## src/rtl/ldec_pkg.sv

```systemverilog
// shared constants for the led dimming single-wire link
package ldec_pkg;
	// =====================================================
	// clock
	localparam int CLK_HZ = 40_000_000;
	localparam int CLK_NS = 25;
	// =====================================================
	// link timing, each figure in its own unit then in cycles
	localparam int WAKE_SETUP_TIME_NS = 10_000;
	localparam int PROGRAM_LOW_MIN_NS = 300;
	localparam int PROGRAM_LOW_MAX_NS = 200_000;
	localparam int PROGRAM_HIGH_TIME_NS = 300;
	localparam int SHUTDOWN_LOW_US10 = 15; // 1.5 ms in units of 100 us
	localparam int PUMP_DELAY_US = 400;
	localparam int PULSE_RATE_MAX_HZ = 1_000_000;
	localparam int WAKE_SETUP_CYC = (WAKE_SETUP_TIME_NS + CLK_NS - 1) / CLK_NS;
	localparam int PROGRAM_LOW_MIN_CYC = (PROGRAM_LOW_MIN_NS + CLK_NS - 1) / CLK_NS;
	localparam int PROGRAM_LOW_MAX_CYC = PROGRAM_LOW_MAX_NS / CLK_NS;
	localparam int PROGRAM_HIGH_CYC = (PROGRAM_HIGH_TIME_NS + CLK_NS - 1) / CLK_NS;
	localparam int SHUTDOWN_LOW_CYC = SHUTDOWN_LOW_US10 * (CLK_HZ / 10_000);
	localparam int PUMP_DELAY_CYC = PUMP_DELAY_US * (CLK_HZ / 1_000_000);
	localparam int PULSE_PERIOD_MIN_CYC = CLK_HZ / PULSE_RATE_MAX_HZ;
	// =====================================================
	// dimming level: index 0 is full scale, 32 steps, 32 means zero current
	localparam int LEVEL_W = 6;
	localparam logic [5:0] LEVEL_OFF = 6'h20;
	localparam logic [5:0] LEVEL_FULL = 6'h00;
	localparam int CUR_W = 11; // current in units of 0.1 mA
	// =====================================================
	// current table, tenths of a mA, for pulse counts 1..32
	function automatic logic [10:0] ldec_current(input logic [5:0] idx);
		logic [10:0] tab [0:32];
		tab = '{11'h5DC, 11'h5AA, 11'h578, 11'h54B, 11'h51E, 11'h4EC, 11'h4BA,
			11'h488, 11'h456, 11'h429, 11'h3F7, 11'h3CA, 11'h398, 11'h366,
			11'h334, 11'h307, 11'h2D5, 11'h2A8, 11'h276, 11'h244, 11'h212,
			11'h1E5, 11'h1B3, 11'h186, 11'h154, 11'h122, 11'h0F0, 11'h0BE,
			11'h091, 11'h064, 11'h032, 11'h000, 11'h000};
		return tab[idx];
	endfunction
endpackage

```

## src/rtl/ldec_link_if.sv

```systemverilog
// single-wire enable and dimming line between host and driver
`timescale 1ns/10ps
`default_nettype none
interface ldec_link_if;
	logic enable_dim_line;
	modport host_end (output enable_dim_line);
	modport dev_end (input enable_dim_line);
endinterface
`default_nettype wire

```

## src/rtl/ldec_device.sv

```systemverilog
// driver end: decodes line pulses into enable, level and shutdown, and picks pump mode from the regulation monitor
`timescale 1ns/10ps
`default_nettype none
module ldec_device
	import ldec_pkg::*;
#(
	parameter int SHUTDOWN_CYC = SHUTDOWN_LOW_CYC,
	parameter int PUMP_CYC     = PUMP_DELAY_CYC
) (
	input  wire logic          clk,
	input  wire logic          rst_b,
	ldec_link_if.dev_end       link,
	input  wire logic          supply_low_lockout,
	input  wire logic          regulation_ok,
	output logic               enabled,
	output logic [LEVEL_W-1:0] level,
	output logic [CUR_W-1:0]   led_sink_a,
	output logic [CUR_W-1:0]   led_sink_b,
	output logic               led_sink_a_oe_b,
	output logic               led_sink_b_oe_b,
	output logic               pump_boost
);
	// =====================================================
	// synchronisers: line, supply lockout, regulation monitor
	localparam int                SYNC_N   = 3;
	localparam logic [SYNC_N-1:0] SYNC_RST = 3'b100; // regulation counts as met until seen
	logic [SYNC_N-1:0] async_in;
	logic              sync_out [SYNC_N];
	logic              line_s2;
	logic              line_d;
	logic              uv_s2;
	logic              reg_s2;
	assign async_in = {regulation_ok, supply_low_lockout, link.enable_dim_line};
	genvar gs;
	generate
		for (gs = 0; gs < SYNC_N; gs++) begin : g_sync
			logic s1;
			logic s2;
			always_ff @(posedge clk or negedge rst_b) begin
				if (!rst_b) begin
					s1 <= SYNC_RST[gs];
					s2 <= SYNC_RST[gs];
				end else begin
					s1 <= async_in[gs];
					s2 <= s1;
				end
			end
			assign sync_out[gs] = s2;
		end
	endgenerate
	assign line_s2 = sync_out[0];
	assign uv_s2   = sync_out[1];
	assign reg_s2  = sync_out[2];
	// =====================================================
	// edge detector, reset to the idle low level of the line
	logic rise;
	logic fall;
	always_ff @(posedge clk or negedge rst_b) begin
		if (!rst_b) begin
			line_d <= 1'b0;
		end else begin
			line_d <= line_s2;
		end
	end
	assign rise = line_s2 & ~line_d;
	assign fall = ~line_s2 & line_d;
	// =====================================================
	// shutdown timer: synced low cycles while enabled
	localparam int LOW_W = $clog2(SHUTDOWN_CYC + 1);
	logic [LOW_W-1:0] low_cnt;
	logic [LOW_W-1:0] next_low_cnt;
	logic             low_expire;
	always_comb begin
		next_low_cnt = low_cnt;
		// the count parks at its end so a very long low never wraps
		if (line_s2) begin
			next_low_cnt = '0;
		end else if (enabled && low_cnt != LOW_W'(SHUTDOWN_CYC)) begin
			next_low_cnt = low_cnt + 1'b1;
		end
	end
	assign low_expire = !line_s2 && (low_cnt == LOW_W'(SHUTDOWN_CYC - 1));
	always_ff @(posedge clk or negedge rst_b) begin
		if (!rst_b) begin
			low_cnt <= '0;
		end else begin
			low_cnt <= next_low_cnt;
		end
	end
	// =====================================================
	// enable and dimming level
	localparam logic [LEVEL_W-1:0] LEVEL_LAST = LEVEL_OFF - 6'h01; // zero-current table step
	logic               next_enabled;
	logic [LEVEL_W-1:0] next_level;
	always_comb begin
		next_enabled = enabled;
		next_level   = level;
		if (!enabled) begin
			if (rise) begin
				next_enabled = 1'b1;
				next_level   = LEVEL_OFF;
			end
		end else if (low_expire) begin
			next_enabled = 1'b0;
			next_level   = LEVEL_OFF;
		end else if (fall) begin
			// both zero-current levels wrap straight back to full scale
			if (level >= LEVEL_LAST) begin
				next_level = LEVEL_FULL;
			end else begin
				next_level = level + 1'b1;
			end
		end
	end
	always_ff @(posedge clk or negedge rst_b) begin
		if (!rst_b) begin
			enabled <= 1'b0;
			level   <= LEVEL_OFF;
		end else begin
			enabled <= next_enabled;
			level   <= next_level;
		end
	end
	// =====================================================
	// sink outputs, one slice per channel
	localparam int    CHAN_N = 2;
	logic [CUR_W-1:0] next_cur;
	logic             sink_off;
	logic [CUR_W-1:0] sink_cur [CHAN_N];
	logic             sink_oe_b [CHAN_N];
	always_comb begin
		sink_off = !enabled || uv_s2;
		next_cur = ldec_current(level);
		if (sink_off) begin
			next_cur = '0;
		end
	end
	// both channels share one level, so they always match
	genvar gc;
	generate
		for (gc = 0; gc < CHAN_N; gc++) begin : g_chan
			logic [CUR_W-1:0] cur;
			logic             oe_b;
			always_ff @(posedge clk or negedge rst_b) begin
				if (!rst_b) begin
					cur  <= '0;
					oe_b <= 1'b1;
				end else begin
					cur  <= next_cur;
					oe_b <= sink_off;
				end
			end
			assign sink_cur[gc]  = cur;
			assign sink_oe_b[gc] = oe_b;
		end
	endgenerate
	assign led_sink_a      = sink_cur[0];
	assign led_sink_b      = sink_cur[1];
	assign led_sink_a_oe_b = sink_oe_b[0];
	assign led_sink_b_oe_b = sink_oe_b[1];
	// =====================================================
	// pump mode selection
	localparam int PMP_W = $clog2(PUMP_CYC + 1);
	logic [PMP_W-1:0] pmp_cnt, next_pmp_cnt;
	logic             next_pump_boost;
	always_comb begin
		next_pump_boost = pump_boost;
		next_pmp_cnt    = pmp_cnt;
		if (!enabled) begin
			next_pump_boost = 1'b0;
			next_pmp_cnt    = '0;
		end else if (!pump_boost) begin
			if (reg_s2) begin
				next_pmp_cnt = '0;
			end else if (pmp_cnt == PMP_W'(PUMP_CYC - 1)) begin
				next_pump_boost = 1'b1;
			end else begin
				next_pmp_cnt = pmp_cnt + 1'b1;
			end
		end
	end
	always_ff @(posedge clk or negedge rst_b) begin
		if (!rst_b) begin
			pump_boost <= 1'b0;
			pmp_cnt    <= '0;
		end else begin
			pump_boost <= next_pump_boost;
			pmp_cnt    <= next_pmp_cnt;
		end
	end
endmodule // ldec_device
`default_nettype wire

```

## src/flat_wrapper.sv

```systemverilog
// flat-port wrapper written by rule: the top's interface ports become plain ports
module ldec_device_flat import ldec_pkg::*;
#(
	parameter int SHUTDOWN_CYC = SHUTDOWN_LOW_CYC,
	parameter int PUMP_CYC     = PUMP_DELAY_CYC
)
  (clk, rst_b, supply_low_lockout, regulation_ok, enabled, level, led_sink_a, led_sink_b, led_sink_a_oe_b, led_sink_b_oe_b, pump_boost, link_enable_dim_line);
  ldec_link_if link_i ();
  input  wire logic clk;
  input  wire logic rst_b;
  input  wire logic supply_low_lockout;
  input  wire logic regulation_ok;
  output logic enabled;
  output logic [LEVEL_W-1:0] level;
  output logic [CUR_W-1:0] led_sink_a;
  output logic [CUR_W-1:0] led_sink_b;
  output logic led_sink_a_oe_b;
  output logic led_sink_b_oe_b;
  output logic pump_boost;
  input wire logic [$bits(link_i.enable_dim_line)-1:0] link_enable_dim_line;
  assign link_i.enable_dim_line = link_enable_dim_line;
  ldec_device #(.SHUTDOWN_CYC(SHUTDOWN_CYC), .PUMP_CYC(PUMP_CYC)) u_core (.clk(clk), .rst_b(rst_b), .link(link_i), .supply_low_lockout(supply_low_lockout), .regulation_ok(regulation_ok), .enabled(enabled), .level(level), .led_sink_a(led_sink_a), .led_sink_b(led_sink_b), .led_sink_a_oe_b(led_sink_a_oe_b), .led_sink_b_oe_b(led_sink_b_oe_b), .pump_boost(pump_boost));
endmodule
```

## config.mk

```make
export PLATFORM = sky130hd
export DESIGN_NAME = ldec_device_flat
export DESIGN_NICKNAME = d
export VERILOG_FILES = /design/src/rtl/ldec_pkg.sv /design/src/rtl/ldec_link_if.sv /design/src/rtl/ldec_device.sv /design/src/flat_wrapper.sv
export SDC_FILE = /design/constraint.sdc
export NUM_CORES = 1
export LEC_CHECK = 0
export BUFFER_PORTS_ARGS = -buffer_cell sky130_fd_sc_hd__buf_2
export CAP_MARGIN = 20
export CORE_UTILIZATION = 63
export CTS_BUF_LIST = sky130_fd_sc_hd__clkbuf_16
export CTS_CLUSTER_SIZE = 25
export DETAILED_ROUTE_END_ITERATION = 8
export PLACE_DENSITY = 0.91
export RECOVER_POWER = 100
export SYNTH_ARGS = -nofsm -noshare
export SYNTH_HDL_FRONTEND = slang
export SYNTH_SLANG_ARGS = --single-unit
```

## constraint.sdc

```tcl
create_clock -name clk -period 2.68 [get_ports clk]
set_input_delay 0.402 -clock clk [delete_from_list [all_inputs] [get_ports clk]]
set_output_delay 0.402 -clock clk [all_outputs]
set_load 0.1 [all_outputs]
```

After elaboration in Yosys (flattened, before gate mapping)
Memory sizes are Yosys's and may differ from the RTL's.
Cells that the tools add are included.
Word-level totals
  register bits: 57
  memory bits (read-only): 704
  memories: 1
  input port bits: 5
  output and inout port bits: 32
Memory list
  (name not given): words 64, bits a word 11, read ports 1, clocked after memory_dff 0, write ports 0, line ldec_pkg.sv:38  | return tab[idx];
Cells by class
  add/sub/neg operators: 3
  multiplexer cells: 21
  reductions and logical operators: 9
  bitwise gates (word level): 5
  equality and inequality tests: 6
  order comparisons: 2
Operators with widths (number)
  two-way mux 14 bit: 4
  two-way mux 11 bit: 3
  two-way mux 16 bit: 2
  two-way mux 6 bit: 5
  adder 16 x 1 -> 16 bit, second input constant: 1
  equality test 16 bit, second input constant: 1
  inequality test 16 bit, second input constant: 1
  adder 14 x 1 -> 14 bit, second input constant: 1
  equality test 14 bit, second input constant: 1
  >= comparator 7 bit, second input constant: 1
  two-way mux 1 bit: 7
  NOT 6 -> 7 bit: 1
  adder 6 x 1 -> 6 bit, second input constant: 1
  >= comparator 6 x 5 -> 1 bit, second input constant: 1
  inequality test 3 bit, second input constant: 2
  AND reduction 2 bit: 2
  nonzero test 2 bit: 2
  AND 1 bit: 2
  logical AND 1 bit: 2
  logical NOT 1 bit: 2
  inequality test 2 bit, second input constant: 1
  NOT 1 bit: 2
  logical OR 1 bit: 1

Depth between registers and ports, before layout
Gate-level depths: netlist (run 1).
  word-level depth: 5
  mapped depth: 7

Worst setup path before layout (run 1)
No wires, ideal clock.
  kind: register to register
  from: register u_core.level[0]
  to: register u_core.g_chan[0].cur[4], in the netlist u_core.led_sink_a[4]
  library setup time: 0.144 ns
  setup slack: 0.370 ns
  path buffers: 0
  arrival time: 2.167 ns
  stages on the path, launching flop included: 6
  cells stage by stage: dfrtp_1 > inv_1 > ha_1 > or2_2 > o21ai_0 > a221oi_1
Between the ends
  word-level cells in the longest chain between the ends: 5
Ends and longest elaborated chain
  from (decl): line ldec_device.sv:16  | output logic [LEVEL_W-1:0] level,
  from (signal assigned): line ldec_device.sv:121  | level <= next_level;
  NOT 6 -> 7 bit (not written as such): line ldec_pkg.sv:38
  memory read (64 x 11 bit)
  two-way mux 11 bit (not written as such) (2 in a row): line ldec_pkg.sv:38
  two-way mux 11 bit: line ldec_device.sv:134  | if (sink_off) begin
  net u_core.next_cur[4]: line ldec_device.sv:127  | logic [CUR_W-1:0] next_cur;
  to (signal assigned): line ldec_device.sv:149  | cur <= next_cur;
  to (decl): line ldec_device.sv:142  | logic [CUR_W-1:0] cur;
The timed path passes the listed nets, and every way through them passes these cells. The select of a mux whose other input is x is not followed.
A chain may end at the register's enable or synchronous reset.

Worst setup path after layout (run 1)
  from: register u_core.level[3]
  to: output level[3]
RTL lines
  to (decl): line flat_wrapper.sv:14  | output logic [LEVEL_W-1:0] level;
No word-level cell between the ends.

==> results of run 1 <==
## stage by stage
stage	area (um^2)	hold slack [ns]	total power, mW	setup WS [ns]
5_1_grt	3669	0.1718	4.114	0.2888
3_5_place_dp	3407	0.3358	2.766	0.5774
4_1_cts	3719	0.1509	3.966	0.5354
2_1_floorplan	3273	0.1064	2.542	0.3695
6_report	3669	0.1763	3.929	0.3584
3_3_place_gp	3407	0.3324	2.733	0.7019
## Yosys cell counts (7+ instances only)
cell type  number  area, um^2
clkbuf_1       17       63.81
nand2_1        21       78.83
nor2_1         28       105.1
nand3_1        12       60.06
o21ai_0        16       80.08
ha_1           10       125.1
o31ai_1         8       60.06
nand4_1        12       75.07
inv_1          12       45.04
dfrtp_1        53        1326
buf_4          12       90.09
o311ai_0        8       70.07
a21oi_1        19       95.09
a211oi_1        7       52.55
## per-layer routing
| metal | vias up | wire [um] | global-route usage |
|---|---|---|---|
| met5 | - | 0 | 0 |
| met4 | 0 | 157 | 0.1282 |
| met3 | 16 | 459 | 0.07724 |
| met2 | 124 | 3349 | 0.4556 |
| met1 | 1319 | 3119 | 0.3819 |
| li1 | 1325 | - | - |
## logic make-up after synthesis
logic type      after synthesis
compound gates               85
xor+xnor                     10
fa+ha+maj                    10
buf+inv                      47
flops                        57
mux                           8
simple gates                130
## cell type report
type | count | area (um^2)
Fill cell | 343 | 1180
Multi-Input combinational cell | 243 | 1618
Sequential cell | 57 | 1431
Clock inverter | 7 | 86.33
Inverter | 13 | 48.80
Timing Repair Buffer | 42 | 175.2
Clock buffer | 9 | 225.2
Tap cell | 67 | 83.83
## worst paths after layout
check | start | to | slack, ns | depth (start not counted)
min in group asynchronous | rst_b | u_core.pmp_cnt[12]$_DFFE_PN0P_ | 0.52 | 1
worst max register to register | u_core.pmp_cnt[3]$_DFFE_PN0P_ | u_core.pmp_cnt[12]$_DFFE_PN0P_ | 0.50 | 4
max in group asynchronous | rst_b | u_core.low_cnt[9]$_DFFE_PN0P_ | 0.79 | 2
worst min register to register | u_core.g_sync[0].s1$_DFF_PN0_ | u_core.g_sync[0].s2$_DFF_PN0_ | 0.35 | 0
worst max-delay path | u_core.level[3]$_DFFE_PN0P_ | level[3] | 0.36 | 1
worst min-delay path | regulation_ok | u_core.g_sync[2].s1$_DFF_PN1_ | 0.18 | 1
## state kept, by name (all words and copies together), names as in the netlist
register                flops
u_core.low_cnt             16
u_core.pmp_cnt             14
u_core.led_sink_a          11
u_core.level                6
u_core.g_sync.s1            3
u_core.g_sync.s2            3
u_core.enabled              1
u_core.led_sink_a_oe_b      1
u_core.line_d               1
u_core.pump_boost           1
## power groups by stage
stage | logic [mW] | clock network (mW) | registers [mW]
floorplan | 0.948 | 0 | 1.59
global placement | 1.64 | 0 | 1.09
detailed placement | 1.67 | 0 | 1.10
CTS | 1.68 | 1.20 | 1.09
global route | 1.76 | 1.24 | 1.11
finish | 1.65 | 1.19 | 1.09
==> results.md, run 1 <==
- The leading cell type in the layout, fill and taps excluded is dfrtp_1.
- Internal power comes to 2.093 mW.
- The data required time at the worst endpoint is 2.28 ns.
- The worst ir drop on vdd is 0.0006928 V.
- During I/O placement, the number of pins put on the boundary was 37.
- For this design the ratio of total power to cell area is 1071 nW/um^2.
- The flow ran to the end, but the final reports show violations.
- The library cells used most frequently in the layout, excluding fill and tap cells, are dfrtp_1 (53), clkbuf_1 (34), nor2_1 (28), nand2_1 (21), a21oi_1 (19).
- The maximum number of pins on one net before global-route repair is 34.
- Of the total synthesized cell area, the portion taken by full adders, half adders and majority gates is 0.03823.
- The net count of the mapped netlist is 362.
- The time the final worst path needs with I/O delays and setup is 2.322 ns.
- Of the total synthesized cell area, the portion taken by XOR and XNOR cells is 0.02676.
- The wire length of the first global-routing pass is 12080 um.
- The multiplexer fraction of the synthesized cell area is 0.02561.
- The synthesized flop and latch total is between 50 and 60.
- The placer's final routability congestion estimate is 0.8595.
- The netlist area before placement is 3273 um^2.
- Counting both buffers and inverters, the worst setup path holds a total of 1.
- Across every metal layer, demand over resource in global routing totals 0.2910.
- During synthesis, Yosys emitted a total of 0 warnings.
- The number of resized instances in the post-cts repair step is 0.
- Clock latency on the worst-skew pair, taken at its later pin, is ~0.33 ns.
- The CTS buffer count is 9.
- In this run, the number of DRC markers left after iteration 0 of detailed routing was 252.
- The first TritonRoute pass finished after 5 iterations.
- The maximum fanout along the worst path is 17.
- From synthesis to final layout, the design area changed by 12.08%.
- The average via count per standard cell is ~6.4.
- Traced cell by cell, the critical path runs through clkbuf_1.
- A synthesized cell averages between 9 and 10 um^2.
- The share of total power in combinational logic is 0.420.
- The final sum of negative setup slack is 0 ns.
- The clock tree from TritonCTS is yes.
- The clock net in this run drives a total of 57 sinks.
- For the worst setup path, the data arrival time is 1.92 ns.
- For this run, the top clock speed supported by timing is 0.4307 GHz.
- Broken down by cell family, the worst path's largest delay share belongs to buffers and inverters.
- Of all flip-flops after synthesis, the portion carrying an async set or reset was 1.000.
- The final routed wire length divided by cell count is roughly 16 um.
- The number of standard cells after synthesis is 347.
- Of the total power, the share spent switching nets is 0.4674.
- The cell chosen for the clock root is clkbuf_16.
- Of the total power, registers draw 0.278.
- The most used flip-flop cell after synthesis is dfrtp_1.
- The fraction of the mapped netlist area in simple logic gates is 0.2274.
- The final count of pins violating max slew is 34.
- Of the cells placed in the final design, the portion with a size suffix greater than 1 is 0.1051.
- The setup-violating endpoint count in the final report is 0.
- The cell with the largest stage delay on the worst path is clkbuf_1.
- The clock network power share is 0.302.
- The floorplan step set the die height to 74.08 um.
- Across the run, the number of max-cap violations was 1.
- The share of the synthesized area in compound gates (AO/OA/AOI/OAI) is 0.1762.
- The H-tree was split into 3 levels.
- The HPWL after detailed placement is 4603 um.
- The count of unique library cells instantiated by Yosys is a little under 60.
- The DRC violations left is 0.
- The worst setup path is of the flip-flop to output pin kind.
- STA classifies the critical path startpoint as a flip-flop.
- The starting density of the core is 0.6751.
- For this run, the slowest stage of the critical path takes 0.92 ns.
- The total overflow left after global routing is 0.
- The number of standard cells in the final layout excluding fillers is 438.
- The die is 74.08 um wide.
- The clock input transition at the sequential cells of the worst setup and hold paths is 0.05 ns.
- The post-CTS setup-driven buffer insertion count is 0.
- The relative slew slack is -0.1487.
- The via count of the first global-routing pass is 2630.
- The final-report hold violation count came to 0.
- After floorplanning, the core was sized to cover 4848 um^2.
- The die covers roughly 5500 um^2.
- For this design, the CTS-stage hold fixing added 0 buffers.
- In this run the worst hold path is classified as primary input to flip-flop.
- The count of nets left with antenna violations once routing finished came out at 0.
- The leakage power total is about 1.5 nW.
- For this run, the register share of the synthesized area comes to 0.4373.
- Summing over every cut layer, the via total after detailed routing is 2784.
- The number of rows in the core area is 25.
- Port buffering added 36 buffers.
- After the last flow step, the layout net total stands at approximately 380.
- The detailed-route wire length is between 7000 and 8000 um.
- The largest family of logic cells by synthesized area is simple AND/OR/NAND/NOR gates.
- Counting flops with a built-in enable in the synthesized netlist gives 0.
- The analysis attributes to net switching a power of about 1.8 mW.
- The number of buffers between clock root and the deepest sink is 2.
- 0 antenna diodes ended up in the layout.
- STA classifies the critical path endpoint as an output pin.
- Once placement completed, the tool counted placed cells totaling 422.
- Setup repair after global routing left no endpoint under its margin.
- The number of antenna violations at the first check in global routing is 0.
- For the pin with the worst max-slew slack, the measured transition is 1.723 ns.
- The share of the clock period used by the worst path is 0.8663.
- Once layout is complete, the utilization of the core stands at 0.7566.
- The final reports fail on capacitance limit, slew limit.
- The final clock skew is between 0.008 and 0.009 ns.
(Power assumes the default switching activity.)
==> inputs of run 2 (changes only) <==
--- a/config.mk
+++ b/config.mk
@@ -7,6 +7,7 @@
 export LEC_CHECK = 0
 export BUFFER_PORTS_ARGS = -buffer_cell sky130_fd_sc_hd__buf_2
 export CAP_MARGIN = 20
+export CORE_MARGIN = 5
 export CORE_UTILIZATION = 63
 export CTS_BUF_LIST = sky130_fd_sc_hd__clkbuf_16
 export CTS_CLUSTER_SIZE = 25
==> run 2 against run 1 <==
  * The run now ends clean
  * Maximum frequency decreased by 2.0%
  * Worst hold slack improved by 0.011 ns
  * Clock-buffer cell count unchanged
  * Setup slack worse by 0.048 ns
  * Sequential power is essentially flat
  * Combinational power is 3% higher
  * Via count up 2.9%
  * Critical path type unchanged
  * Largest cell class unchanged
  * Highest routed layer unchanged
==> results.md, run 2 (synthesis gave the netlist of run 1 again) <==
- The CTS buffer count is 9 (unchanged).
- The starting density of the core was 0.6450 (-0.03013).
- Traced cell by cell, the critical path runs through clkbuf_1.
- The number of top-level design ports is 37 (unchanged).
- The final routed wire length divided by cell count is 16.94 um (+4.7%).
- The total iterations of the first detailed-routing run was 5 (unchanged).
- The number of rows in the core area is 26 (+4.0%).
- The horizontal extent of the die is 82.08 um (+11%).
- The area of the core came to 5075 um^2 (+4.7%).
- The wire length of the first global-routing pass is 12500 um (+3.4%).
- The met1 layer usage reported by global route is 0.3133 (-0.06854).
- The data required time at the worst endpoint is 2.28 ns (about the same).
- Setup repair after global routing left no endpoint under its margin.
- The time the final worst path needs with I/O delays and setup was 2.370 ns (+0.04848 ns).
- In this run the most used layer during global routing was met2.
- The detailed-route wire length was 7471 um (+5.4%).
- The total track usage was 0.2411 (-0.04988).
- The relative slew slack was 0.07855 (+0.2273).
- The largest individual stage delay along the critical path comes from the cell clkbuf_1.
- The die height is 82.08 um (+11%).
- The maximum fanout along the worst path is 19 (+2).
- The setup-violating endpoint count in the final report was 0 (unchanged).
- The violation count after the first detailed-route iteration came to 288 (+14%).
- The leakage power total came to 1.490 nW (-1.2%).
- The HPWL after detailed placement came to 4792 um (+4.1%).
- The worst hold slack after final layout is 0.1877 ns (+0.01140 ns).
- The final sum of negative setup slack was 0 ns (unchanged).
- The met3 track utilization from global routing is 0.04496 (-0.03228).
- The final-report hold violation count came to 0 (unchanged).
- The via count of the first global-routing pass was 2713 (+3.2%).
- The run finished with clean final reports.
- The met2 capacity usage during global routing is 0.3845 (-0.07106).
- The number of clock sinks is 57 (unchanged).
- The share of the clock period used by the worst path is 0.8844 (+0.01809).
- The final count of pins violating max slew is 0 (-100%).
- The library cells used most frequently in the layout, excluding fill and tap cells, are dfrtp_1 (53), clkbuf_1 (33), nor2_1 (28), nand2_1 (21), a21oi_1 (19).
- The final clock skew is 0.008184 ns (-0.00007444 ns).
- The category of the critical setup timing path is flip-flop to output pin.
- The arrival time of the worst setup path came to 1.97 ns (+0.05 ns).
- The highest attainable clock frequency is 0.4219 GHz (-2.0%).
- The number of antenna violations at the first check in global routing came to 0 (unchanged).
- The number of maximum-capacitance constraint violations is 0 (-1).
- The clock insertion delay at the later pin of the skew report is 0.32 ns (about the same).
- The buffer and inverter count on the worst path is 1 (unchanged).
- The number of buffers between clock root and the deepest sink is 2 (unchanged).
- The number of nets with antenna violations after detailed routing is 0 (unchanged).
- The synthesis-to-layout area growth is 11.01%.
- TritonCTS built the clock tree.
- The category of the worst setup path launch point is a flip-flop.
- The maximum number of pins on one net before global-route repair is 58 (+71%).
- The quantity of hold-fixing buffers added after cts is 0 (unchanged).
- The DRC violations left came to 0 (unchanged).
- The post-CTS setup-driven buffer insertion count came to 0 (unchanged).
- The most flop-heavy register is u_core.low_cnt.
- The cell chosen for the clock root is clkbuf_16.
- The number of flip-flops in the largest register is 16 (unchanged).
- The number of resized instances in the post-cts repair step is 0 (unchanged).
- The H-tree depth is 3 (unchanged).
- The logic depth of the worst setup path including buffers is 1 (unchanged).
- The number of buffers inserted by port buffering was 36 (unchanged).
- The number of stages on the worst hold path is 1 (unchanged).
- The count of cells along the worst register-to-register path is 5 (+1).
- The setup slack at placement is 0.6908 ns (+0.1135 ns).
- The average via count per standard cell is 6.494 (+2.2%).
- The share of the core filled with cells in the final layout is 0.7160 (-0.04067).
- The layout cell share with drive strength beyond 1 is 0.09434 (-0.01078).
- The clock input transition at the sequential cells of the worst setup and hold paths is 0.05 ns (about the same).
- The global route total overflow is 0 (unchanged).
- The number of antenna repair diodes was 0 (unchanged).
- The leading cell type in the layout, fill and taps excluded is dfrtp_1.
- The post-route worst setup slack is 0.3099 ns (-0.04848 ns).
- The overall die area is 6737 um^2 (+23%).
- The via count came to 2864 (+2.9%).
- The final-layout fill cell count is 382 (+11%).
- The areal power density over the cells came to 1057 nW/um^2 (-1.3%).
- In this design, the largest share of critical-path delay is due to buffers and inverters.
- The placer's final routability congestion estimate was 0.8769 (+2.0%).
- The slew at the pin closest to its max-slew limit is 1.382 ns (-0.3409 ns).
- The number of nets in the layout is 381 (unchanged).
- The worst stage delay on the critical path is 0.92 ns (about the same).
- The worst ir drop on vdd is 0.0008162 V (+18%).
- STA classifies the critical path endpoint as an output pin.
- The tightest min-delay check is of the primary input to flip-flop type.
==> run 2: cell type report <==
type	instances	area [um^2]	area share
repair buffers	42	178.9	0.04924
clock buffers	9	225.2	0.06198
multi-input cells	243	1607	0.4421
flip-flops and latches	57	1431	0.3939
clock inverters	7	55.05	0.01515
inverters	13	48.80	0.01343
well taps	70	87.58	0.02410
==> run 2: final timing paths <==
| kind | from | slack, ns | endpoint |
|---|---|---|---|
| worst max-delay path | u_core.level[4]$_DFFE_PN0P_ | 0.31 | level[4] |
| worst min-delay path | regulation_ok | 0.19 | u_core.g_sync[2].s1$_DFF_PN1_ |
| worst max register to register | u_core.pmp_cnt[0]$_DFFE_PN0P_ | 0.60 | u_core.pmp_cnt[3]$_DFFE_PN0P_ |
| worst min register to register | u_core.g_sync[0].s1$_DFF_PN0_ | 0.35 | u_core.g_sync[0].s2$_DFF_PN0_ |
| max in group asynchronous | rst_b | 1.36 | u_core.low_cnt[13]$_DFFE_PN0P_ |
| min in group asynchronous | rst_b | 0.47 | u_core.led_sink_a[8]$_DFF_PN0_ |
==> run 2: power by group <==
part           internal (mW)  total (mW)  switching (mW)
combinational          0.332        1.70            1.37
clock                  0.700        1.06           0.356
sequential             0.961        1.09           0.127
total                   1.99        3.84            1.85
==> run 2: routing by layer <==
| metal | wire length (um) | up-vias | share of wire |
|---|---|---|---|
| met1 | 3045 | 1334 | 0.41 |
| met2 | 3609 | 187 | 0.48 |
| met5 | 0 | - | 0 |
| met4 | 143 | 0 | 0.019 |
| met3 | 673 | 20 | 0.090 |
| li1 | - | 1323 | - |
==> run 2: worst reg2reg max path: stages (launching register included) <==
cell	delay, ns
dfrtp_1	0.39
ha_1	0.22
nor4bb_1	0.20
and4_1	0.57
nand2b_1	0.39
o21ai_0	0.17
==> run 2: per-stage QoR <==
step,area [um^2],cells,power [mW]
4_1_cts,3691,441,3.869
3_5_place_dp,3411,425,2.793
6_report,3633,441,3.842
3_3_place_gp,3411,425,2.750
5_1_grt,3633,441,4.004
2_1_floorplan,3273,347,2.542
